===== config.mk =====
export PLATFORM = sky130hd
export DESIGN_NAME = upcc_top
export DESIGN_NICKNAME = d
export VERILOG_FILES = /design/src/verilog/upcc_pkg.sv /design/src/verilog/upcc_cnt.sv /design/src/verilog/upcc_evt_cond.sv /design/src/verilog/upcc_top.sv
export VERILOG_INCLUDE_DIRS = /design/src /design/src/verilog
export SDC_FILE = /design/constraint.sdc
export NUM_CORES = 1
export LEC_CHECK = 0
export BUFFER_PORTS_ARGS = -buffer_cell sky130_fd_sc_hd__buf_2
export CAP_MARGIN = 20
export CORE_MARGIN = 3
export CORE_UTILIZATION = 55
export CTS_BUF_LIST = sky130_fd_sc_hd__clkbuf_8
export CTS_CLUSTER_DIAMETER = 50
export DETAILED_ROUTE_END_ITERATION = 8
export GPL_ROUTABILITY_DRIVEN = 0
export HOLD_SLACK_MARGIN = 0.1
export PLACE_DENSITY = 0.84
export REMOVE_ABC_BUFFERS = 1
export SLEW_MARGIN = 10
export SYNTH_ARGS = -nofsm -noshare
export SYNTH_HDL_FRONTEND = slang
export SYNTH_SLANG_ARGS = --single-unit

===== constraint.sdc =====
create_clock -name i_clk -period 12.1 [get_ports i_clk]
set_input_delay 2.42 -clock i_clk [delete_from_list [all_inputs] [get_ports i_clk]]
set_output_delay 2.42 -clock i_clk [all_outputs]
set_load 0.05 [all_outputs]

===== src/verilog/upcc_defs.svh =====
// Offsets, field positions, widths and reset values of the counter block
`ifndef UPCC_DEFS_SVH
`define UPCC_DEFS_SVH

// ==========================================================
// Register offsets
`define UPCC_OFF_FIX_CTL 16'h0C08
`define UPCC_OFF_FIX_CTR 16'h0C09
`define UPCC_OFF_CTL0 16'h0C10
`define UPCC_OFF_CTL1 16'h0C11
`define UPCC_OFF_CTR0 16'h0C16
`define UPCC_OFF_CTR1 16'h0C17
`define UPCC_OFF_BOX_CTL 16'h0C44
`define UPCC_OFF_BOX_CTL0 16'h0C50
`define UPCC_OFF_BOX_CTL1 16'h0C51
`define UPCC_OFF_BOX_CTR0 16'h0C56
`define UPCC_OFF_BOX_CTR1 16'h0C57

// ==========================================================
// Control field positions
`define UPCC_F_THR_HI 28
`define UPCC_F_THR_LO 24
`define UPCC_F_INV 23
`define UPCC_F_EN 22
`define UPCC_F_EDGE 18
`define UPCC_F_RST 17
`define UPCC_F_UMASK_HI 15
`define UPCC_F_UMASK_LO 8
`define UPCC_F_EVENT_HI 7
`define UPCC_F_EVENT_LO 0
`define UPCC_F_FRZ_EN 16
`define UPCC_F_FRZ 8
`define UPCC_F_BOXRST_HI 1
`define UPCC_F_BOXRST_LO 0

// ==========================================================
// Writable masks and reset values
`define UPCC_CTL_WMASK 32'h1FC4FFFF
`define UPCC_CTL_RST 32'h00000000

// ==========================================================
// Widths and counts
`define UPCC_ADDR_W 16
`define UPCC_DATA_W 64
`define UPCC_PROG_W 44
`define UPCC_FIX_W 48
`define UPCC_INC_W 4
`define UPCC_THR_W 5
`define UPCC_SUB_W 8
`define UPCC_NUM_EV 4
`define UPCC_NUM_CNT 4
`define UPCC_NUM_CFG 2

`endif


===== src/verilog/upcc_pkg.sv =====
// Types shared by the counter block
`include "upcc_defs.svh"
package upcc_pkg;

	// ==========================================================
	// Box reset codes
	typedef enum logic [1:0]
	{
		UPCC_BOXRST_NONE  = 2'h0,
		UPCC_BOXRST_CLEAR = 2'h2
	} upcc_boxrst_t;

	// ==========================================================
	// Register selected by an address
	typedef enum logic [3:0]
	{
		UPCC_REG_FIX_CTL = 4'h0,
		UPCC_REG_FIX_CTR = 4'h1,
		UPCC_REG_CTL0    = 4'h2,
		UPCC_REG_CTL1    = 4'h3,
		UPCC_REG_CTL2    = 4'h4,
		UPCC_REG_CTL3    = 4'h5,
		UPCC_REG_CTR0    = 4'h6,
		UPCC_REG_CTR1    = 4'h7,
		UPCC_REG_CTR2    = 4'h8,
		UPCC_REG_CTR3    = 4'h9,
		UPCC_REG_BOX_CTL = 4'hA,
		UPCC_REG_NONE    = 4'hF
	} upcc_reg_t;

	typedef logic [`UPCC_PROG_W-1:0] upcc_prog_t;
	typedef logic [`UPCC_FIX_W-1:0]  upcc_fix_t;

endpackage


===== src/verilog/upcc_cnt.sv =====
// One wrapping event counter with clear and software load
`timescale 1ns/10ps
`include "upcc_defs.svh"
module upcc_cnt
#(
	parameter int W = `UPCC_PROG_W
)
(
	input  wire logic                   i_clk,
	input  wire logic                   i_rst_n,
	input  wire logic                   i_clr,
	input  wire logic                   i_wr,
	input  wire logic [W-1:0]           i_wdata,
	input  wire logic                   i_en,
	input  wire logic [`UPCC_INC_W-1:0] i_inc,
	output logic      [W-1:0]           o_count
);

	// ==========================================================
	// Counter
	always_ff @(posedge i_clk or negedge i_rst_n)
	begin
		if (!i_rst_n)
			o_count <= '0;
		else if (i_clr)
			o_count <= '0;
		else if (i_wr)
			o_count <= i_wdata;
		else if (i_en)
			o_count <= o_count + W'(i_inc);
	end

	// ==========================================================
	// Checks
	a_cnt_clear_zero: assert property (@(posedge i_clk)
		disable iff (!i_rst_n)
		i_clr |=> (o_count == '0))
		else $error("counter not cleared");

	a_cnt_hold_off: assert property (@(posedge i_clk)
		disable iff (!i_rst_n)
		(!i_en && !i_clr && !i_wr) |=> $stable(o_count))
		else $error("disabled counter moved");

endmodule


===== src/verilog/upcc_evt_cond.sv =====
// Threshold, invert and edge conditioning of one event increment
`timescale 1ns/10ps
`include "upcc_defs.svh"
module upcc_evt_cond
(
	input  wire logic                   i_clk,
	input  wire logic                   i_rst_n,
	input  wire logic [`UPCC_INC_W-1:0] i_inc,
	input  wire logic [`UPCC_THR_W-1:0] i_thresh,
	input  wire logic                   i_invert,
	input  wire logic                   i_edge,
	output logic      [`UPCC_INC_W-1:0] o_inc
);

	logic cmp;
	logic prev;

	// ==========================================================
	// Comparison and edge
	always_comb
	begin
		if (i_invert)
			cmp = {1'b0, i_inc} < i_thresh;
		else
			cmp = {1'b0, i_inc} >= i_thresh;
	end

	always_ff @(posedge i_clk or negedge i_rst_n)
	begin
		if (!i_rst_n)
			prev <= 1'b0;
		else
			prev <= cmp;
	end

	always_comb
	begin
		if (i_thresh == '0)
			o_inc = i_inc;
		else if (i_edge)
			o_inc = {{(`UPCC_INC_W-1){1'b0}}, cmp & ~prev};
		else
			o_inc = {{(`UPCC_INC_W-1){1'b0}}, cmp};
	end

	// ==========================================================
	// Checks
	a_cond_thresh_one: assert property (@(posedge i_clk)
		disable iff (!i_rst_n)
		(i_thresh != 5'h00) |-> (o_inc <= 4'h1))
		else $error("thresholded increment above one");

	a_cond_edge_once: assert property (@(posedge i_clk)
		disable iff (!i_rst_n)
		(i_thresh != 5'h00 && i_edge && o_inc != 4'h0)
		##1 ($stable(i_thresh) && $stable(i_edge) && $stable(i_invert))
		|-> (o_inc == 4'h0))
		else $error("edge detect counted twice in a row");

endmodule


===== src/verilog/upcc_top.sv =====
// Uncore performance counter control: config unit and one frozen box
//
// Function
// - No interrupt or sampling output; software only reads counters.
// - After reset every counter is disabled until software enables it.
// - A counter counts only if enabled and its box not frozen.
// - Freeze acts only while the box freeze-accept bit is 1.
// - Accepted freeze holds all box counters at their values.
// - Clearing freeze lets enabled box counters resume counting.
// - Each counter has its own enable bit; 1 permits counting.
// - Control holds event select, subevent mask, threshold, edge, invert.
// - Writing 0x2 to box control bits 1:0 clears box counters.
// - Counter data registers are writable so software can zero them.
// - Config unit counters run once enabled with a valid event.
// - Counters are readable at any time without stopping them.
// - Config unit has two 44-bit counters selecting any unit event.
// - A 48-bit fixed counter adds one per uncore clock when enabled.
// - Nonzero threshold turns increment into one if it meets threshold.
// - With nonzero threshold, edge detect counts only a no-event to event transition.
// - Carry out of the top bit is dropped, so the counter wraps past zero.
`timescale 1ns/10ps
`include "upcc_defs.svh"
module upcc_top
(
	input  wire logic                                 i_clk,
	input  wire logic                                 i_rst_n,
	input  wire logic [`UPCC_ADDR_W-1:0]              i_msr_addr,
	input  wire logic                                 i_msr_wr,
	input  wire logic                                 i_msr_rd,
	input  wire logic [`UPCC_DATA_W-1:0]              i_msr_wdata,
	output logic      [`UPCC_DATA_W-1:0]              o_msr_rdata,
	output logic                                      o_msr_rvalid,
	output logic                                      o_msr_fault,
	input  wire logic [`UPCC_NUM_EV*`UPCC_SUB_W-1:0]  i_cfg_sub,
	input  wire logic [`UPCC_NUM_EV*`UPCC_SUB_W-1:0]  i_box_sub,
	output logic                                      o_box_frozen
);

	// ==========================================================
	// Address decode
	function automatic upcc_pkg::upcc_reg_t decode
	(
		input logic [`UPCC_ADDR_W-1:0] addr
	);
		upcc_pkg::upcc_reg_t r;
		case (addr)
			`UPCC_OFF_FIX_CTL:  r = upcc_pkg::UPCC_REG_FIX_CTL;
			`UPCC_OFF_FIX_CTR:  r = upcc_pkg::UPCC_REG_FIX_CTR;
			`UPCC_OFF_CTL0:     r = upcc_pkg::UPCC_REG_CTL0;
			`UPCC_OFF_CTL1:     r = upcc_pkg::UPCC_REG_CTL1;
			`UPCC_OFF_BOX_CTL0: r = upcc_pkg::UPCC_REG_CTL2;
			`UPCC_OFF_BOX_CTL1: r = upcc_pkg::UPCC_REG_CTL3;
			`UPCC_OFF_CTR0:     r = upcc_pkg::UPCC_REG_CTR0;
			`UPCC_OFF_CTR1:     r = upcc_pkg::UPCC_REG_CTR1;
			`UPCC_OFF_BOX_CTR0: r = upcc_pkg::UPCC_REG_CTR2;
			`UPCC_OFF_BOX_CTR1: r = upcc_pkg::UPCC_REG_CTR3;
			`UPCC_OFF_BOX_CTL:  r = upcc_pkg::UPCC_REG_BOX_CTL;
			default:            r = upcc_pkg::UPCC_REG_NONE;
		endcase
		return r;
	endfunction

	// ==========================================================
	// Event pick: masked subevent lines of the selected event
	function automatic logic [`UPCC_INC_W-1:0] evt_inc
	(
		input logic [`UPCC_NUM_EV*`UPCC_SUB_W-1:0] subs,
		input logic [`UPCC_SUB_W-1:0]              sel,
		input logic [`UPCC_SUB_W-1:0]              mask
	);
		logic [`UPCC_SUB_W-1:0] lines;
		logic [`UPCC_INC_W-1:0] sum;
		lines = '0;
		sum = '0;
		for (int e = 0; e < `UPCC_NUM_EV; e++)
			if (sel == `UPCC_SUB_W'(e + 1))
				lines = subs[e*`UPCC_SUB_W +: `UPCC_SUB_W] & mask;
		for (int b = 0; b < `UPCC_SUB_W; b++)
			sum = sum + `UPCC_INC_W'(lines[b]);
		return sum;
	endfunction

	upcc_pkg::upcc_reg_t          sel;
	logic                         hit;
	logic                         wr_hit;
	logic [31:0]                  ctl [`UPCC_NUM_CNT];
	logic                         fix_en;
	logic                         box_frz_en;
	logic                         box_frz;
	logic                         box_rst_wr;
	logic [`UPCC_NUM_CNT-1:0]     clr;
	logic [`UPCC_NUM_CNT-1:0]     cwr;
	logic [`UPCC_INC_W-1:0]       cond_inc [`UPCC_NUM_CNT];
	upcc_pkg::upcc_prog_t         cnt [`UPCC_NUM_CNT];
	upcc_pkg::upcc_fix_t          fix_cnt;
	logic                         fix_wr;
	logic [`UPCC_DATA_W-1:0]      next_rdata;

	assign sel = decode(i_msr_addr);
	assign hit = (sel != upcc_pkg::UPCC_REG_NONE);
	assign wr_hit = i_msr_wr & hit;
	assign fix_wr = wr_hit & (sel == upcc_pkg::UPCC_REG_FIX_CTR);
	assign box_rst_wr = wr_hit & (sel == upcc_pkg::UPCC_REG_BOX_CTL) &
		(i_msr_wdata[`UPCC_F_BOXRST_HI:`UPCC_F_BOXRST_LO] ==
		upcc_pkg::UPCC_BOXRST_CLEAR);

	// ==========================================================
	// Counter control registers
	always_ff @(posedge i_clk or negedge i_rst_n)
	begin
		if (!i_rst_n)
		begin
			for (int k = 0; k < `UPCC_NUM_CNT; k++)
				ctl[k] <= `UPCC_CTL_RST;
		end
		else if (wr_hit)
		begin
			for (int k = 0; k < `UPCC_NUM_CNT; k++)
				if (4'(sel) == 4'(upcc_pkg::UPCC_REG_CTL0) + 4'(k))
					ctl[k] <= i_msr_wdata[31:0] & `UPCC_CTL_WMASK;
		end
	end

	// ==========================================================
	// Fixed counter control
	always_ff @(posedge i_clk or negedge i_rst_n)
	begin
		if (!i_rst_n)
			fix_en <= 1'b0;
		else if (wr_hit && sel == upcc_pkg::UPCC_REG_FIX_CTL)
			fix_en <= i_msr_wdata[`UPCC_F_EN];
	end

	// ==========================================================
	// Box control: freeze accept and freeze
	always_ff @(posedge i_clk or negedge i_rst_n)
	begin
		if (!i_rst_n)
		begin
			box_frz_en <= 1'b0;
			box_frz <= 1'b0;
			o_box_frozen <= 1'b0;
		end
		else if (wr_hit && sel == upcc_pkg::UPCC_REG_BOX_CTL)
		begin
			box_frz_en <= i_msr_wdata[`UPCC_F_FRZ_EN];
			box_frz <= i_msr_wdata[`UPCC_F_FRZ];
			o_box_frozen <= i_msr_wdata[`UPCC_F_FRZ_EN] &
				i_msr_wdata[`UPCC_F_FRZ];
		end
	end

	// ==========================================================
	// Programmable counters: two config unit, two box
	generate
		for (genvar gi = 0; gi < `UPCC_NUM_CNT; gi++)
		begin : g_cnt
			localparam bit IN_BOX = (gi >= `UPCC_NUM_CFG);
			logic [`UPCC_INC_W-1:0] raw_inc;
			logic                   run;

			assign raw_inc = evt_inc(IN_BOX ? i_box_sub : i_cfg_sub,
				ctl[gi][`UPCC_F_EVENT_HI:`UPCC_F_EVENT_LO],
				ctl[gi][`UPCC_F_UMASK_HI:`UPCC_F_UMASK_LO]);
			// Enabled counter runs; box counters stop while the box is frozen
			assign run = ctl[gi][`UPCC_F_EN] &
				~(IN_BOX & o_box_frozen);
			assign clr[gi] = (wr_hit &&
				4'(sel) == 4'(upcc_pkg::UPCC_REG_CTL0) + 4'(gi) &&
				i_msr_wdata[`UPCC_F_RST]) ||
				(IN_BOX && box_rst_wr);
			assign cwr[gi] = wr_hit &&
				4'(sel) == 4'(upcc_pkg::UPCC_REG_CTR0) + 4'(gi);

			upcc_evt_cond u_cond
			(
				.i_clk    (i_clk),
				.i_rst_n  (i_rst_n),
				.i_inc    (raw_inc),
				.i_thresh (ctl[gi][`UPCC_F_THR_HI:`UPCC_F_THR_LO]),
				.i_invert (ctl[gi][`UPCC_F_INV]),
				.i_edge   (ctl[gi][`UPCC_F_EDGE]),
				.o_inc    (cond_inc[gi])
			);

			upcc_cnt #(.W(`UPCC_PROG_W)) u_cnt
			(
				.i_clk   (i_clk),
				.i_rst_n (i_rst_n),
				.i_clr   (clr[gi]),
				.i_wr    (cwr[gi]),
				.i_wdata (i_msr_wdata[`UPCC_PROG_W-1:0]),
				.i_en    (run),
				.i_inc   (cond_inc[gi]),
				.o_count (cnt[gi])
			);
		end
	endgenerate

	// ==========================================================
	// Fixed uncore clock counter
	upcc_cnt #(.W(`UPCC_FIX_W)) u_fix
	(
		.i_clk   (i_clk),
		.i_rst_n (i_rst_n),
		.i_clr   (1'b0),
		.i_wr    (fix_wr),
		.i_wdata (i_msr_wdata[`UPCC_FIX_W-1:0]),
		.i_en    (fix_en),
		.i_inc   (`UPCC_INC_W'(1)),
		.o_count (fix_cnt)
	);

	// ==========================================================
	// Read path, live values
	always_comb
	begin
		case (sel)
			upcc_pkg::UPCC_REG_FIX_CTL:
				next_rdata = `UPCC_DATA_W'(fix_en) << `UPCC_F_EN;
			upcc_pkg::UPCC_REG_FIX_CTR:
				next_rdata = `UPCC_DATA_W'(fix_cnt);
			upcc_pkg::UPCC_REG_CTL0:
				next_rdata = `UPCC_DATA_W'(ctl[0]);
			upcc_pkg::UPCC_REG_CTL1:
				next_rdata = `UPCC_DATA_W'(ctl[1]);
			upcc_pkg::UPCC_REG_CTL2:
				next_rdata = `UPCC_DATA_W'(ctl[2]);
			upcc_pkg::UPCC_REG_CTL3:
				next_rdata = `UPCC_DATA_W'(ctl[3]);
			upcc_pkg::UPCC_REG_CTR0:
				next_rdata = `UPCC_DATA_W'(cnt[0]);
			upcc_pkg::UPCC_REG_CTR1:
				next_rdata = `UPCC_DATA_W'(cnt[1]);
			upcc_pkg::UPCC_REG_CTR2:
				next_rdata = `UPCC_DATA_W'(cnt[2]);
			upcc_pkg::UPCC_REG_CTR3:
				next_rdata = `UPCC_DATA_W'(cnt[3]);
			upcc_pkg::UPCC_REG_BOX_CTL:
				next_rdata = (`UPCC_DATA_W'(box_frz_en) << `UPCC_F_FRZ_EN) |
					(`UPCC_DATA_W'(box_frz) << `UPCC_F_FRZ);
			default:
				next_rdata = '0;
		endcase
	end

	// No interrupt path: data leaves only through reads
	always_ff @(posedge i_clk or negedge i_rst_n)
	begin
		if (!i_rst_n)
		begin
			o_msr_rdata <= '0;
			o_msr_rvalid <= 1'b0;
			o_msr_fault <= 1'b0;
		end
		else
		begin
			o_msr_rvalid <= i_msr_rd & hit;
			o_msr_fault <= (i_msr_rd | i_msr_wr) & ~hit;
			if (i_msr_rd && hit)
				o_msr_rdata <= next_rdata;
		end
	end

	// ==========================================================
	// Checks
	a_rst_all_off: assert property (@(posedge i_clk)
		disable iff (!i_rst_n)
		$rose(i_rst_n) |-> (!fix_en && !ctl[0][`UPCC_F_EN] &&
		!ctl[1][`UPCC_F_EN] && !ctl[2][`UPCC_F_EN] &&
		!ctl[3][`UPCC_F_EN]))
		else $error("counter enabled straight after reset");

	a_freeze_holds: assert property (@(posedge i_clk)
		disable iff (!i_rst_n)
		(o_box_frozen && clr[3:2] == 2'h0 && cwr[3:2] == 2'h0)
		|=> ($stable(cnt[2]) && $stable(cnt[3])))
		else $error("frozen box counter moved");

	a_frz_en_gate: assert property (@(posedge i_clk)
		disable iff (!i_rst_n)
		(!box_frz_en && ctl[2][`UPCC_F_EN] && cond_inc[2] != 4'h0 &&
		!clr[2] && !cwr[2])
		|=> (cnt[2] != $past(cnt[2])))
		else $error("box counter stopped without freeze accept");

	a_box_reset: assert property (@(posedge i_clk)
		disable iff (!i_rst_n)
		(i_msr_wr && sel == upcc_pkg::UPCC_REG_BOX_CTL &&
		i_msr_wdata[1:0] == 2'h2)
		|=> (cnt[2] == '0 && cnt[3] == '0))
		else $error("box reset code did not clear counters");

	a_fix_ticks: assert property (@(posedge i_clk)
		disable iff (!i_rst_n)
		(fix_en && !fix_wr) |=> (fix_cnt == $past(fix_cnt) + 48'h1))
		else $error("fixed counter missed an uncore clock");

	a_cfg_counts: assert property (@(posedge i_clk)
		disable iff (!i_rst_n)
		(ctl[0][`UPCC_F_EN] && cond_inc[0] == 4'h1 && !clr[0] && !cwr[0])
		|=> (cnt[0] == $past(cnt[0]) + 44'h1))
		else $error("config unit counter did not count");

	a_read_live: assert property (@(posedge i_clk)
		disable iff (!i_rst_n)
		(i_msr_rd && sel == upcc_pkg::UPCC_REG_CTR0)
		|=> (o_msr_rvalid && o_msr_rdata[63:44] == 20'h00000 &&
		o_msr_rdata[43:0] == $past(cnt[0])))
		else $error("counter read did not return live value");

	a_cfg_no_freeze: assert property (@(posedge i_clk)
		disable iff (!i_rst_n)
		(o_box_frozen && ctl[1][`UPCC_F_EN] && cond_inc[1] != 4'h0 &&
		!clr[1] && !cwr[1])
		|=> (cnt[1] != $past(cnt[1])))
		else $error("config unit counter stopped by box freeze");

	a_unfrz_runs: assert property (@(posedge i_clk)
		disable iff (!i_rst_n)
		(!o_box_frozen && ctl[3][`UPCC_F_EN] && cond_inc[3] != 4'h0 &&
		!clr[3] && !cwr[3])
		|=> (cnt[3] != $past(cnt[3])))
		else $error("unfrozen box counter did not resume");

	a_frz_same_cycle: assert property (@(posedge i_clk)
		disable iff (!i_rst_n)
		(ctl[2][`UPCC_F_EN] && ctl[3][`UPCC_F_EN] &&
		cond_inc[2] != 4'h0 && cond_inc[3] != 4'h0 &&
		clr[3:2] == 2'h0 && cwr[3:2] == 2'h0)
		|=> ((cnt[2] == $past(cnt[2])) == (cnt[3] == $past(cnt[3]))))
		else $error("box counters froze in different cycles");

	a_fix_hold_off: assert property (@(posedge i_clk)
		disable iff (!i_rst_n)
		(!fix_en && !fix_wr) |=> $stable(fix_cnt))
		else $error("disabled fixed counter moved");

	a_read_box: assert property (@(posedge i_clk)
		disable iff (!i_rst_n)
		(i_msr_rd && sel == upcc_pkg::UPCC_REG_CTR2)
		|=> (o_msr_rvalid && o_msr_rdata[43:0] == $past(cnt[2])))
		else $error("box counter read did not return live value");

endmodule

== Word-level counts from Yosys, hierarchy flattened ==
Index checks and enable logic that the tools add are counted.
W data, S select, Z words.

* Register bits after elaboration: 394

* Add/subtract/negate cells: 33
* Reductions and logical operators: 31
* Eq/ne operators: 39
* Mux-type cells: 44
* Bitwise logic cells: 37
* Magnitude comparators: 8

{| class="wikitable"
|+ Operators by type and width
! kind !! count
|-
| $mux W44 || 12
|-
| $pmux W48 S11 || 1
|-
| $add A44 B4 Y44 || 4
|-
| $eq A16 B12 Y1 const B || 11
|-
| $and A8 B8 Y8 || 16
|-
| $mux W8 || 16
|-
| $mux W48 || 2
|-
| $add A4 B1 Y4 || 16
|-
| $eq A8 B2 Y1 const B || 8
|-
| $add A48 B1 Y48 const B || 1
|-
| $pmux W4 S11 || 1
|-
| $eq A8 B1 Y1 const B || 4
|-
| $eq A8 B3 Y1 const B || 4
|-
| $ge A4 B5 Y1 || 4
|-
| $logic_not A5 Y1 || 4
|-
| $lt A4 B5 Y1 || 4
|-
| $or A17 B9 Y17 || 1
|-
| $add A3 B1 Y4 || 4
|-
| $eq A4 B3 Y1 const B || 4
|-
| $mux W4 || 4
|-
| $logic_and A1 B1 Y1 || 15
|-
| $and A1 B1 Y1 || 13
|-
| $add A2 B1 Y3 || 4
|-
| $eq A4 B4 Y1 const B || 3
|-
| other kinds (13) || 36
|}

== Longest topological paths before layout ==
Gate-level depths: netlist of run 1.

* Depth after elaboration: 21
* Depth in mapped cells: 29
* Mapped depth without buffers: 27

== By module ==
Synthesis of run 1 repeated with hierarchy kept, for this count alone.

* Cell total of the unflattened synthesis: 2876
* Area total of the unflattened synthesis: 25853.5 um^2

{| class="wikitable"
|+ Modules (own cells, without submodules)
! module !! seq. area each (um^2) !! cells an instance !! instances !! area each (um^2)
|-
| upcc_top || 3753.6 || 1056 || 1 || 10142.2
|-
| upcc_cnt at g_cnt[0].u_cnt ... || 1101.1 || 339 || 3 || 2920.3
|-
| upcc_cnt at u_fix || 1201.2 || 357 || 1 || 3153.0
|-
| upcc_cnt at g_cnt[2].u_cnt || 1101.1 || 338 || 1 || 2906.5
|-
| upcc_evt_cond || 25.0 || 27 || 4 || 222.7
|}

== Least setup slack after synthesis of run 1 ==
Ideal clock, no wire load.

* Path type: input -> register
* From: input i_box_sub[20]
* To: register g_cnt[2].u_cnt.o_count[10]
* Path slack: 3886 ps
* Data arrival time: 8082 ps
* Stages: 27
* Setup time: 132 ps
* Path buffers: 1
* Required time: 11968 ps
* Cell sequence: mux2_2 -> nand2_1 -> o21ai_0 -> a22o_1 -> nand2_1 -> fa_1 -> inv_1 -> fa_1 -> fa_1 -> ha_1 -> fa_1 -> ha_1 -> nor2b_1 -> o21a_1 -> o21ai_0 -> a21oi_1 -> mux2i_1 -> a22o_1 -> ha_1 -> fa_1 -> a21o_1 -> a21oi_1 -> clkbuf_1 -> nor4b_1 -> xor2_1 -> mux2i_1 -> nor2_1

* Longest elaborated chain between the ends: 16

{| class="wikitable"
|+ RTL lines
! element !! RTL line !! source
|-
| start, declared || upcc_top.sv:35 || <nowiki>input wire logic [`UPCC_NUM_EV*`UPCC_SUB_W-1:0] i_box_sub,</nowiki>
|-
| $and A8 B8 Y8 (*) || upcc_top.sv:77 || <nowiki>lines = subs[e*`UPCC_SUB_W +: `UPCC_SUB_W] & mask;</nowiki>
|-
| $mux W8 (*) (2 in a row) || upcc_top.sv:76 || <nowiki>if (sel == `UPCC_SUB_W'(e + 1))</nowiki>
|-
| $add A4 B1 Y4 (*) (4 in a row) || upcc_top.sv:79 || <nowiki>sum = sum + `UPCC_INC_W'(lines[b]);</nowiki>
|-
| $ge A4 B5 Y1 or $lt A4 B5 Y1 (tied branches) || upcc_evt_cond.sv:25, upcc_evt_cond.sv:23 ||
|-
| $mux W1 (*) || upcc_evt_cond.sv:22 || <nowiki>if (i_invert)</nowiki>
|-
| named net g_cnt[2].u_cond.cmp || upcc_evt_cond.sv:15 || <nowiki>logic cmp;</nowiki>
|-
| $and A1 B1 Y1 || upcc_evt_cond.sv:41 || <nowiki>o_inc = {{(`UPCC_INC_W-1){1'b0}}, cmp & ~prev};</nowiki>
|-
| $mux W1 (*) || upcc_evt_cond.sv:40 || <nowiki>else if (i_edge)</nowiki>
|-
| $mux W4 (*) || upcc_evt_cond.sv:38 || <nowiki>if (i_thresh == '0)</nowiki>
|-
| $add A44 B4 Y44 (*) || upcc_cnt.sv:30 || <nowiki>o_count <= o_count + W'(i_inc);</nowiki>
|-
| $mux W44 (*) || upcc_cnt.sv:29 || <nowiki>else if (i_en)</nowiki>
|-
| $mux W44 (*) || upcc_cnt.sv:27 || <nowiki>else if (i_wr)</nowiki>
|-
| $mux W44 (*) || upcc_cnt.sv:25 || <nowiki>else if (i_clr)</nowiki>
|-
| end signal, assigned || upcc_cnt.sv:28 || <nowiki>o_count <= i_wdata;</nowiki>
|-
| end signal, assigned || upcc_cnt.sv:30 ||
|-
| end, declared || upcc_cnt.sv:16 || <nowiki>output logic [W-1:0] o_count</nowiki>
|}

Mark *: on every way through the listed nets, which the timed path passes. The rest lies on a longest branch. The select of a mux whose other input is x is not followed.
A chain may end at the register's enable or synchronous reset.

== Worst setup path in the final report of run 1 ==
* From: input i_cfg_sub[17]
* To: register g_cnt[0].u_cnt.o_count[30]

* Longest elaborated chain between the ends: 19

{| class="wikitable"
|+ RTL lines
! element !! RTL line !! source
|-
| start, declared || upcc_top.sv:34 || <nowiki>input wire logic [`UPCC_NUM_EV*`UPCC_SUB_W-1:0] i_cfg_sub,</nowiki>
|-
| $and A8 B8 Y8 (*) || upcc_top.sv:77 ||
|-
| $mux W8 (*) (2 in a row) || upcc_top.sv:76 ||
|-
| $add A1 B1 Y2 (*) || upcc_top.sv:79 ||
|-
| $add A2 B1 Y3 (*) || upcc_top.sv:79 ||
|-
| $add A3 B1 Y4 (*) || upcc_top.sv:79 ||
|-
| $add A4 B1 Y4 (*) (4 in a row) || upcc_top.sv:79 ||
|-
| $ge A4 B5 Y1 or $lt A4 B5 Y1 (tied branches) || upcc_evt_cond.sv:25, upcc_evt_cond.sv:23 ||
|-
| $mux W1 (*) || upcc_evt_cond.sv:22 ||
|-
| named net g_cnt[0].u_cond.cmp || upcc_evt_cond.sv:15 ||
|-
| $and A1 B1 Y1 || upcc_evt_cond.sv:41 ||
|-
| $mux W1 (*) || upcc_evt_cond.sv:40 ||
|-
| $mux W4 (*) || upcc_evt_cond.sv:38 ||
|-
| $add A44 B4 Y44 (*) || upcc_cnt.sv:30 ||
|-
| $mux W44 (*) || upcc_cnt.sv:29 ||
|-
| $mux W44 (*) || upcc_cnt.sv:27 ||
|-
| $mux W44 (*) || upcc_cnt.sv:25 ||
|-
| end signal, assigned || upcc_cnt.sv:28 ||
|-
| end signal, assigned || upcc_cnt.sv:30 ||
|-
| end, declared || upcc_cnt.sv:16 ||
|}

Marked as above.

==> flow_summary.html, run 1 <==
<table>
<tr><th>Metric</th><th>Value</th></tr>
<tr><th colspan="2">Route</th></tr>
<tr><td>Number of DRC markers after the initial detailed-route iteration</td><td>3172</td></tr>
<tr><td>Remaining design rule violation count</td><td>0</td></tr>
<tr><td>Total number of vias</td><td>23000</td></tr>
<tr><td>Post-Route WL</td><td>82.0 mm</td></tr>
<tr><td>ANT nets after route</td><td>0</td></tr>
<tr><td>1st-pass router iterations</td><td>8</td></tr>
<tr><td>Average wire length per cell after detail routing</td><td>24.0 um</td></tr>
<tr><td>Vias per cell</td><td>6.75</td></tr>
<tr><th colspan="2">Worst setup path</th></tr>
<tr><td>Class of the most critical setup path</td><td>primary input to flip-flop</td></tr>
<tr><td>Count of cells along the worst register-to-register path</td><td>25</td></tr>
<tr><td>Crit end category</td><td>flip-flop</td></tr>
<tr><td>Data required time at the worst endpoint</td><td>12.61 ns</td></tr>
<tr><td>Register-to-register path setup slack</td><td>3.76 ns</td></tr>
<tr><td>Highest net fanout along the worst path</td><td>12</td></tr>
<tr><td>Kind of start point of the critical path</td><td>primary input</td></tr>
<tr><td>Worst Setup SP</td><td>i_cfg_sub[17]</td></tr>
<tr><td>Launch instance of the worst register-to-register path</td><td>ctl[101]$_DFFE_PN0P_</td></tr>
<tr><td>Arrival @ worst endpoint</td><td>9.27 ns</td></tr>
<tr><td>Destination of the worst register-to-register timing path</td><td>g_cnt[0].u_cnt.o_count[30]$_DFFE_PN0P_</td></tr>
<tr><th colspan="2">CTS</th></tr>
<tr><td>Post-CTS repair timing setup buffer count</td><td>0</td></tr>
<tr><td>Number of buffers on the longest clock path</td><td>3</td></tr>
<tr><td>TritonCTS sink count</td><td>378</td></tr>
<tr><td>Clock network latency to the later pin of the worst-skew pair</td><td>0.67 ns</td></tr>
<tr><td>H-tree Lvls</td><td>3</td></tr>
<tr><td>TritonCTS clock tree</td><td>built</td></tr>
<tr><td>Hold_buf cts</td><td>0</td></tr>
<tr><td>Clock Pin Slew Worst Setup and Hold Paths</td><td>around 0.060 ns</td></tr>
<tr><td>Gates resized, CTS repair</td><td>0</td></tr>
<tr><td>TritonCTS Buffers</td><td>68</td></tr>
<tr><td>Buffer cell driving the clock tree root</td><td>sky130_fd_sc_hd__clkbuf_8</td></tr>
<tr><th colspan="2">GRT</th></tr>
<tr><td>Maximum number of pins on one net before global-route repair</td><td>178</td></tr>
<tr><td>Met3 capacity usage during global routing</td><td>8.22%</td></tr>
<tr><td>GRT Residual Overflow</td><td>0</td></tr>
<tr><td>M2 GR Usage</td><td>51.0%</td></tr>
<tr><td>Number of global-route vias before repair</td><td>22400</td></tr>
<tr><td>Initial antenna violation count</td><td>7</td></tr>
<tr><td>Wire length of the first global-routing pass</td><td>126 mm</td></tr>
<tr><td>Met1 Track Usage GR</td><td>43.5%</td></tr>
<tr><td>Most used routing layer</td><td>met2</td></tr>
<tr><td>Total global routing track utilization</td><td>34.5%</td></tr>
<tr><th colspan="2">STA</th></tr>
<tr><td>Final worst clock skew</td><td>0.0342 ns</td></tr>
<tr><td>Time the worst path needs with I/O delays and setup</td><td>about 8.8 ns</td></tr>
<tr><td>Fin Setup TNS</td><td>0 ns</td></tr>
<tr><td>Unrepaired setup endpoints after global routing</td><td>no</td></tr>
<tr><td>Maximum clock frequency</td><td>~110 MHz</td></tr>
<tr><td>Worst slew pin tran</td><td>roughly 1.2 ns</td></tr>
<tr><td>Tcrit/Tclk final</td><td>between 70% and 80%</td></tr>
<tr><td>Number of max-slew violations in the final report</td><td>0</td></tr>
<tr><td>Headroom to the max-slew limit</td><td>approximately 21%</td></tr>
<tr><td>Final setup violation count</td><td>0</td></tr>
<tr><td>Final Hold Viols</td><td>0</td></tr>
<tr><th colspan="2">Power</th></tr>
<tr><td>Power density over cell area</td><td>98.5 nW/um2</td></tr>
<tr><td>Static leakage</td><td>about 12 nW</td></tr>
<tr><td>Worst ir drop on vdd</td><td>roughly 0.077 mV</td></tr>
<tr><th colspan="2">Min path</th></tr>
<tr><td>Worst Hold Path EP</td><td>o_msr_rdata[45]$_DFFE_PN0P_</td></tr>
<tr><td>Startpoint of the lowest-slack hold path</td><td>o_msr_rdata[45]$_DFFE_PN0P_</td></tr>
<tr><td>Number of cells on the worst hold path</td><td>2</td></tr>
<tr><td>Worst min-delay path category</td><td>flip-flop to flip-flop</td></tr>
<tr><th colspan="2">Finish</th></tr>
<tr><td>Final nets</td><td>around 3000</td></tr>
<tr><td>Layout Cells excl Fill</td><td>3415</td></tr>
<tr><td>P&amp;R area growth vs syn</td><td>10.2%</td></tr>
<tr><td>Share of post-route cells with drive strength above 1</td><td>between 10% and 20%</td></tr>
<tr><th colspan="2">Placement</th></tr>
<tr><td>Count of port buffers added during placement</td><td>182</td></tr>
<tr><td>Placed Instances</td><td>3288</td></tr>
<tr><td>Placed wire-length estimate after detailed placement</td><td>around 60 mm</td></tr>
<tr><th colspan="2">Logic synthesis</th></tr>
<tr><td>Sequential element share of the synthesized area</td><td>39.2%</td></tr>
<tr><td>Post-Syn Area per Cell</td><td>9.02 um2</td></tr>
<tr><td>Synthesized netlist cell count</td><td>about 2700</td></tr>
<tr><td>Number of synthesized flops with an enable pin</td><td>0</td></tr>
<tr><td>Cell variety after synth</td><td>79</td></tr>
<tr><td>Main synth FF type</td><td>sky130_fd_sc_hd__dfrtp_1</td></tr>
<tr><td>Async set-or-reset flop fraction in the synthesized netlist</td><td>100%</td></tr>
<tr><td>FF+latch count, synth</td><td>378</td></tr>
<tr><td>Netlist area before placement</td><td>24100 um2</td></tr>
<tr><td>Syn. warnings</td><td>0</td></tr>
<tr><th colspan="2">Floorplanning</th></tr>
<tr><td>Area inside the core boundary</td><td>~43000 um2</td></tr>
<tr><td>Die footprint</td><td>between 40000 and 50000 um2</td></tr>
<tr><td>Top-level port count</td><td>215</td></tr>
<tr><td>Number of rows in the core area</td><td>76</td></tr>
<tr><td>Die span in y</td><td>216 um</td></tr>
<tr><td>Die width</td><td>216 um</td></tr>
<tr><td>Starting Density</td><td>55.9%</td></tr>
<tr><th colspan="2">Job</th></tr>
<tr><td>Max_cap viols</td><td>0</td></tr>
<tr><th colspan="2">Run status</th></tr>
<tr><td>Status</td><td>completed</td></tr>
</table>
state kept, by name (all words and copies together), names as in the netlist:
name,flops
u_fix.o_count,48
o_msr_rvalid,1
o_msr_rdata,48
box_frz,1
o_msr_fault,1
fix_en,1
o_box_frozen,1
g_cnt.u_cond.prev,4
box_frz_en,1
ctl,96
g_cnt.u_cnt.o_count,176
how the worst max path moves through the flow:
| stage | endpoint | slack [ns] | depth (start not counted) |
|---|---|---|---|
| after CTS | g_cnt[0].u_cnt.o_count[30]$_DFFE_PN0P_ | 3.64 | 27 |
| after floorplan | o_msr_rdata[22]$_DFFE_PN0P_ | 3.24 | 5 |
| after detailed placement | g_cnt[0].u_cnt.o_count[38]$_DFFE_PN0P_ | 3.01 | 28 |
| after global placement | g_cnt[0].u_cnt.o_count[24]$_DFFE_PN0P_ | 3.22 | 28 |
| after global routing | g_cnt[0].u_cnt.o_count[20]$_DFFE_PN0P_ | 3.25 | 27 |
| final | g_cnt[0].u_cnt.o_count[30]$_DFFE_PN0P_ | 3.34 | 27 |
report_power, final:
part	internal, mW	switching (mW)
clock network	0.663	0.567
logic	0.0268	0.0954
registers	1.27	0.00136
total	1.96	0.664
layout make-up:
cell class / instances / area, um2
Sequential cell: 378 / 9460
Inverter: 81 / 304
Clock inverter: 30 / 158
Timing Repair Buffer: 216 / 1190
Antenna cell: 6 / 15.0
Multi-Input combinational cell: 2032 / 13600
Fill cell: 3518 / 16600
Clock buffer: 87 / 1200
Tap cell: 585 / 732
cell usage in the layout, fill, tap and decap left out, types with 32 or more instances in the layout:
master,Yosys,layout
sky130_fd_sc_hd__clkbuf_8,0,87
sky130_fd_sc_hd__xor2_1,108,108
sky130_fd_sc_hd__nand2_1,202,200
sky130_fd_sc_hd__nor4_1,54,54
sky130_fd_sc_hd__a211oi_1,50,49
sky130_fd_sc_hd__a21oi_1,207,207
sky130_fd_sc_hd__dfrtp_1,378,378
sky130_fd_sc_hd__a221oi_1,43,43
sky130_fd_sc_hd__nand4_1,76,76
sky130_fd_sc_hd__a22oi_1,95,95
sky130_fd_sc_hd__nor2_1,297,297
sky130_fd_sc_hd__ha_1,45,45
sky130_fd_sc_hd__inv_1,81,105
sky130_fd_sc_hd__and3_1,34,34
sky130_fd_sc_hd__nor2b_1,32,32
sky130_fd_sc_hd__nor3_1,95,94
sky130_fd_sc_hd__nand3_1,83,82
sky130_fd_sc_hd__mux2_2,112,112
sky130_fd_sc_hd__o21ai_0,103,103
sky130_fd_sc_hd__xnor2_1,104,104
sky130_fd_sc_hd__buf_2,57,181
critical path: stages:
cell	delay, ns
sky130_fd_sc_hd__buf_2	0.09
sky130_fd_sc_hd__mux2_2	0.14
sky130_fd_sc_hd__nand2_1	0.05
sky130_fd_sc_hd__o21ai_0	0.13
sky130_fd_sc_hd__a22o_1	0.24
sky130_fd_sc_hd__nand2_1	0.10
sky130_fd_sc_hd__fa_1	0.55
sky130_fd_sc_hd__inv_1	0.06
sky130_fd_sc_hd__fa_1	0.50
sky130_fd_sc_hd__fa_1	0.51
sky130_fd_sc_hd__ha_1	0.24
sky130_fd_sc_hd__fa_1	0.39
sky130_fd_sc_hd__xor2_1	0.31
sky130_fd_sc_hd__ha_1	0.32
sky130_fd_sc_hd__a21o_1	0.17
sky130_fd_sc_hd__a21oi_1	0.16
sky130_fd_sc_hd__nor2_1	0.07
sky130_fd_sc_hd__o22ai_1	0.22
sky130_fd_sc_hd__a31o_2	0.22
sky130_fd_sc_hd__ha_1	0.22
sky130_fd_sc_hd__fa_1	0.24
sky130_fd_sc_hd__a21o_1	0.14
sky130_fd_sc_hd__a21o_1	0.37
sky130_fd_sc_hd__nand4_1	0.60
sky130_fd_sc_hd__nor3_1	0.53
sky130_fd_sc_hd__xnor2_1	0.17
sky130_fd_sc_hd__a21oi_1	0.09
cell usage after synthesis (57+ instances only):
master / instances / area [um2]
sky130_fd_sc_hd__o21ai_0: 103 / 515
sky130_fd_sc_hd__a22oi_1: 95 / 713
sky130_fd_sc_hd__nand4_1: 76 / 475
sky130_fd_sc_hd__nand2_1: 202 / 758
sky130_fd_sc_hd__buf_2: 57 / 285
sky130_fd_sc_hd__dfrtp_1: 378 / 9460
sky130_fd_sc_hd__nor2_1: 297 / 1110
sky130_fd_sc_hd__nor3_1: 95 / 475
sky130_fd_sc_hd__clkbuf_1: 97 / 364
sky130_fd_sc_hd__a21oi_1: 207 / 1040
sky130_fd_sc_hd__xor2_1: 108 / 946
sky130_fd_sc_hd__nand3_1: 83 / 415
sky130_fd_sc_hd__inv_1: 81 / 304
sky130_fd_sc_hd__xnor2_1: 104 / 911
sky130_fd_sc_hd__mux2_2: 112 / 1260
through the flow:
stage          util, %  power (mW)  instance area [um2]  setup WS (ns)  hold WS, ns
6_report          61.6        2.62                26600           3.34        0.465
5_1_grt           61.6        2.68                26600           3.25        0.491
4_1_cts           61.5        2.62                26600           3.64        0.473
3_5_place_dp      58.4        1.41                25200           3.01        0.459
3_3_place_gp      58.4        1.41                25200           3.22        0.445
2_1_floorplan        -        1.32                23300           3.24        0.472
cell families (layout without fill, tap and decap cells):
group	after synthesis	in the layout	share of synthesized area [%]
other	1	22	0.0155
multiplexers	162	162	7.43
AND/OR/NAND/NOR	994	994	21.0
buffers and inverters	280	414	5.14
flip-flops	378	378	39.2
adder cells (fa/ha/maj)	65	65	3.99
AO/OA/AOI/OAI	583	583	15.6
XOR/XNOR	212	212	7.69
routing by layer:
metal / routed length (um) / vias to the layer above
li1: - / 9834
met1: 29500 / 11000
met2: 35300 / 1730
met3: 9310 / 446
met4: 7930 / 2
met5: 8 / -
No activity file was read; power rests on OpenSTA's default activity.
==> run 2: changes to the inputs <==
Clock period 12.1 ns to 8.1 ns, I/O delays scaled along.
==> flow_summary.html, run 2 (synthesis gave the netlist of run 1 again) <==
<table>
<tr><th>Metric</th><th>Value</th></tr>
<tr><th colspan="2">Finish</th></tr>
<tr><td>Number of flip-flops in the largest register</td><td>176 (unchanged)</td></tr>
<tr><td>Final nets</td><td>3004 (+0.47%)</td></tr>
<tr><td>Commonest cells after routing, fill and taps aside</td><td>sky130_fd_sc_hd__dfrtp_1 (378), sky130_fd_sc_hd__nor2_1 (297), sky130_fd_sc_hd__a21oi_1 (207)</td></tr>
<tr><td>Largest register by flop count</td><td>g_cnt.u_cnt.o_count</td></tr>
<tr><td>Multi-input gate area in the final layout</td><td>13600 um2 (about the same)</td></tr>
<tr><td>Layout Cells excl Fill</td><td>3430 (+0.44%)</td></tr>
<tr><td>Count of filler cells inserted in the layout</td><td>3506 (-0.34%)</td></tr>
<tr><td>Most common cell after layout, fill and taps aside</td><td>sky130_fd_sc_hd__dfrtp_1</td></tr>
<tr><td>Sequential cell area</td><td>9460 um2 (unchanged)</td></tr>
<tr><td>Share of post-route cells with drive strength above 1</td><td>17.2% (+0.86 points)</td></tr>
<tr><td>P&amp;R area growth vs syn</td><td>11.1%</td></tr>
<tr><td>Largest regs</td><td>g_cnt.u_cnt.o_count (176), ctl (96)</td></tr>
<tr><th colspan="2">Placement</th></tr>
<tr><td>Placed wire-length estimate after detailed placement</td><td>58.7 mm (+0.55%)</td></tr>
<tr><td>Post-place setup slack</td><td>0.155 ns (-2.86 ns)</td></tr>
<tr><td>Placed Instances</td><td>3301 (+0.40%)</td></tr>
<tr><td>Count of port buffers added during placement</td><td>182 (unchanged)</td></tr>
<tr><th colspan="2">Worst setup path</th></tr>
<tr><td>Count of cell instances traversed by the critical path</td><td>24 (-11%)</td></tr>
<tr><td>Maximum cell stage delay along the critical path</td><td>0.54 ns (-0.06 ns)</td></tr>
<tr><td>Worst-path cell chain</td><td>or4_1 &gt; or3_1 &gt; o21ai_0 &gt; nand2_1 &gt; fa_1 &gt; inv_1 &gt; fa_1 &gt; fa_1 &gt; ha_1 &gt; fa_1 &gt; xor2_1 &gt; ha_1 &gt; o21a_1 &gt; o21ai_0 &gt; a21oi_1 &gt; mux2i_1 &gt; a22o_1 &gt; ha_1 &gt; a211oi_1 &gt; o21bai_1 &gt; nand4_1 &gt; a2111oi_0 &gt; a211oi_1 &gt; nor3_1</td></tr>
<tr><td>Slowest CP cell</td><td>sky130_fd_sc_hd__or4_1</td></tr>
<tr><td>Data required time at the worst endpoint</td><td>8.65 ns (-3.96 ns)</td></tr>
<tr><td>Arrival @ worst endpoint</td><td>8.18 ns (-1.09 ns)</td></tr>
<tr><td>Worst path buffer plus inverter count</td><td>1 (-1)</td></tr>
<tr><td>Count of cells along the worst register-to-register path</td><td>24 (-4.0%)</td></tr>
<tr><td>Class of the most critical setup path</td><td>flip-flop to flip-flop</td></tr>
<tr><td>Crit end category</td><td>flip-flop</td></tr>
<tr><td>Delay-heaviest family, CP</td><td>adder cells</td></tr>
<tr><td>Most used cell, CP</td><td>sky130_fd_sc_hd__fa_1</td></tr>
<tr><td>Highest net fanout along the worst path</td><td>8 (-4)</td></tr>
<tr><td>Kind of start point of the critical path</td><td>flip-flop</td></tr>
<tr><th colspan="2">STA</th></tr>
<tr><td>Unrepaired setup endpoints after global routing</td><td>no</td></tr>
<tr><td>Final setup violation count</td><td>0 (unchanged)</td></tr>
<tr><td>Worst slew pin tran</td><td>1.14 ns (-0.0492 ns)</td></tr>
<tr><td>Maximum clock frequency</td><td>131 MHz</td></tr>
<tr><td>Final worst clock skew</td><td>0.0335 ns (-0.000671 ns)</td></tr>
<tr><td>Tcrit/Tclk final</td><td>94.2%</td></tr>
<tr><td>Number of max-slew violations in the final report</td><td>0 (unchanged)</td></tr>
<tr><td>Final Hold Viols</td><td>0 (unchanged)</td></tr>
<tr><td>Final worst setup slack</td><td>0.466 ns (-2.88 ns)</td></tr>
<tr><td>Time the worst path needs with I/O delays and setup</td><td>about 7.6 ns</td></tr>
<tr><td>Fin Setup TNS</td><td>0 ns (unchanged)</td></tr>
<tr><td>Headroom to the max-slew limit</td><td>23.7% (+3.1 points)</td></tr>
<tr><th colspan="2">GRT</th></tr>
<tr><td>GRT Residual Overflow</td><td>0 (unchanged)</td></tr>
<tr><td>Total global routing track utilization</td><td>34.7% (+0.12 points)</td></tr>
<tr><td>Number of global-route vias before repair</td><td>22500 (+0.32%)</td></tr>
<tr><td>Maximum number of pins on one net before global-route repair</td><td>122 (-31%)</td></tr>
<tr><td>Wire length of the first global-routing pass</td><td>126 mm (+0.14%)</td></tr>
<tr><td>Initial antenna violation count</td><td>4 (-3)</td></tr>
<tr><th colspan="2">Route</th></tr>
<tr><td>ANT nets after route</td><td>0 (unchanged)</td></tr>
<tr><td>Vias per cell</td><td>6.75 (about the same)</td></tr>
<tr><td>Remaining design rule violation count</td><td>1 (+1)</td></tr>
<tr><td>Total number of vias</td><td>23200 (+0.53%)</td></tr>
<tr><td>1st-pass router iterations</td><td>9 (+1)</td></tr>
<tr><td>Average wire length per cell after detail routing</td><td>24.0 um (about the same)</td></tr>
<tr><td>Post-Route WL</td><td>82.4 mm (+0.46%)</td></tr>
<tr><td>Number of DRC markers after the initial detailed-route iteration</td><td>3420 (+7.8%)</td></tr>
<tr><th colspan="2">CTS</th></tr>
<tr><td>Buffer cell driving the clock tree root</td><td>sky130_fd_sc_hd__clkbuf_8</td></tr>
<tr><td>Clock Pin Slew Worst Setup and Hold Paths</td><td>0.06 ns (about the same)</td></tr>
<tr><td>TritonCTS Buffers</td><td>69 (+1.5%)</td></tr>
<tr><td>H-tree Lvls</td><td>3 (unchanged)</td></tr>
<tr><td>Clock network latency to the later pin of the worst-skew pair</td><td>0.66 ns (about the same)</td></tr>
<tr><td>TritonCTS clock tree</td><td>built</td></tr>
<tr><td>Number of buffers on the longest clock path</td><td>3 (unchanged)</td></tr>
<tr><td>TritonCTS sink count</td><td>378 (unchanged)</td></tr>
<tr><td>Post-CTS repair timing setup buffer count</td><td>0 (unchanged)</td></tr>
<tr><td>Gates resized, CTS repair</td><td>0 (unchanged)</td></tr>
<tr><td>Hold_buf cts</td><td>0 (unchanged)</td></tr>
<tr><th colspan="2">Floorplanning</th></tr>
<tr><td>Area inside the core boundary</td><td>43200 um2 (unchanged)</td></tr>
<tr><td>Top-level port count</td><td>215 (unchanged)</td></tr>
<tr><td>Die footprint</td><td>46400 um2 (unchanged)</td></tr>
<tr><td>Starting Density</td><td>55.9% (unchanged)</td></tr>
<tr><td>Die width</td><td>216 um (unchanged)</td></tr>
<tr><td>Number of rows in the core area</td><td>76 (unchanged)</td></tr>
<tr><td>Die span in y</td><td>216 um (unchanged)</td></tr>
<tr><th colspan="2">Power</th></tr>
<tr><td>Power density over cell area</td><td>150 nW/um2 (+52%)</td></tr>
<tr><td>Worst ir drop on vdd</td><td>0.0995 mV (+30%)</td></tr>
<tr><td>Static leakage</td><td>12.1 nW (+0.74%)</td></tr>
<tr><th colspan="2">Min path</th></tr>
<tr><td>Worst min-delay path category</td><td>flip-flop to flip-flop</td></tr>
<tr><td>Number of cells on the worst hold path</td><td>2 (unchanged)</td></tr>
<tr><th colspan="2">Run status</th></tr>
<tr><td>Failing checks</td><td>DRC</td></tr>
<tr><td>Status</td><td>finished, violations left</td></tr>
<tr><th colspan="2">Job</th></tr>
<tr><td>Max_cap viols</td><td>0 (unchanged)</td></tr>
</table>
-- run 2: cell types whose count changed in the layout (fill, tap and decap cells not counted), sizes merged --
cell and delta:
clkinv +8, diode -1, clkbuf -3, bufinv +3, buf +14, inv -6
-- run 2: per-stage QoR --
step	utilization, %	hold WS [ns]	total power, mW	instance area [um2]
floorplan	-	0.472	1.97	23300
finish	62.1	0.463	4.02	26800
global route	62.1	0.482	4.11	26800
CTS	61.9	0.464	4.02	26700
detailed placement	58.6	0.450	2.10	25300
global placement	58.6	0.444	2.10	25300
-- run 2: worst reg2reg max path, stage by stage, from the launching register on --
cell	delay, ns
sky130_fd_sc_hd__dfrtp_1	0.39
sky130_fd_sc_hd__or4_1	0.54
sky130_fd_sc_hd__or3_1	0.46
sky130_fd_sc_hd__o21ai_0	0.31
sky130_fd_sc_hd__nand2_1	0.13
sky130_fd_sc_hd__fa_1	0.51
sky130_fd_sc_hd__inv_1	0.05
sky130_fd_sc_hd__fa_1	0.51
sky130_fd_sc_hd__fa_1	0.50
sky130_fd_sc_hd__ha_1	0.24
sky130_fd_sc_hd__fa_1	0.38
sky130_fd_sc_hd__xor2_1	0.38
sky130_fd_sc_hd__ha_1	0.33
sky130_fd_sc_hd__o21a_1	0.11
sky130_fd_sc_hd__o21ai_0	0.20
sky130_fd_sc_hd__a21oi_1	0.11
sky130_fd_sc_hd__mux2i_1	0.21
sky130_fd_sc_hd__a22o_1	0.18
sky130_fd_sc_hd__ha_1	0.22
sky130_fd_sc_hd__a211oi_1	0.13
sky130_fd_sc_hd__o21bai_1	0.41
sky130_fd_sc_hd__nand4_1	0.42
sky130_fd_sc_hd__a2111oi_0	0.49
sky130_fd_sc_hd__a211oi_1	0.09
sky130_fd_sc_hd__nor3_1	0.22
-- run 2: routing by layer --
| layer | vias to the layer above | global-route usage [%] | routed length [um] |
|---|---|---|---|
| met3 | 475 | 7.43 | 9920 |
| met4 | 0 | 25.2 | 7480 |
| met5 | - | 0 | 0 |
| met2 | 1780 | 52.4 | 35600 |
| met1 | 11000 | 44.2 | 29400 |
| li1 | 9877 | - | - |
-- run 2: area by class of cell --
type                       count  area share, %
timing repair buffer         229           4.85
clock buffer                  85           4.36
clock inverter                35           1.03
tap                          585           2.73
multi-input combinational   2032           50.6
sequential                   378           35.3
antenna                        5         0.0467
inverter                      81           1.13
-- run 2: final timing paths --
check	start	to	slack, ns
setup reg to reg	ctl[68]$_DFFE_PN0P_	g_cnt[1].u_cnt.o_count[31]$_DFFE_PN0P_	0.47
hold reg to reg	o_msr_rdata[44]$_DFFE_PN0P_	o_msr_rdata[44]$_DFFE_PN0P_	0.46
hold / removal	o_msr_rdata[44]$_DFFE_PN0P_	o_msr_rdata[44]$_DFFE_PN0P_	0.46
min in group asynchronous	i_rst_n	g_cnt[3].u_cnt.o_count[36]$_DFFE_PN0P_	1.08
setup / recovery	ctl[68]$_DFFE_PN0P_	g_cnt[1].u_cnt.o_count[31]$_DFFE_PN0P_	0.47
max in group asynchronous	i_rst_n	ctl[64]$_DFFE_PN0P_	5.32
-- run 2: where the power goes --
group	internal (mW)	switching (mW)	total, mW
clock	1.08	0.867	1.95
sequential	1.89	0.00205	1.89
combinational	0.0396	0.143	0.183
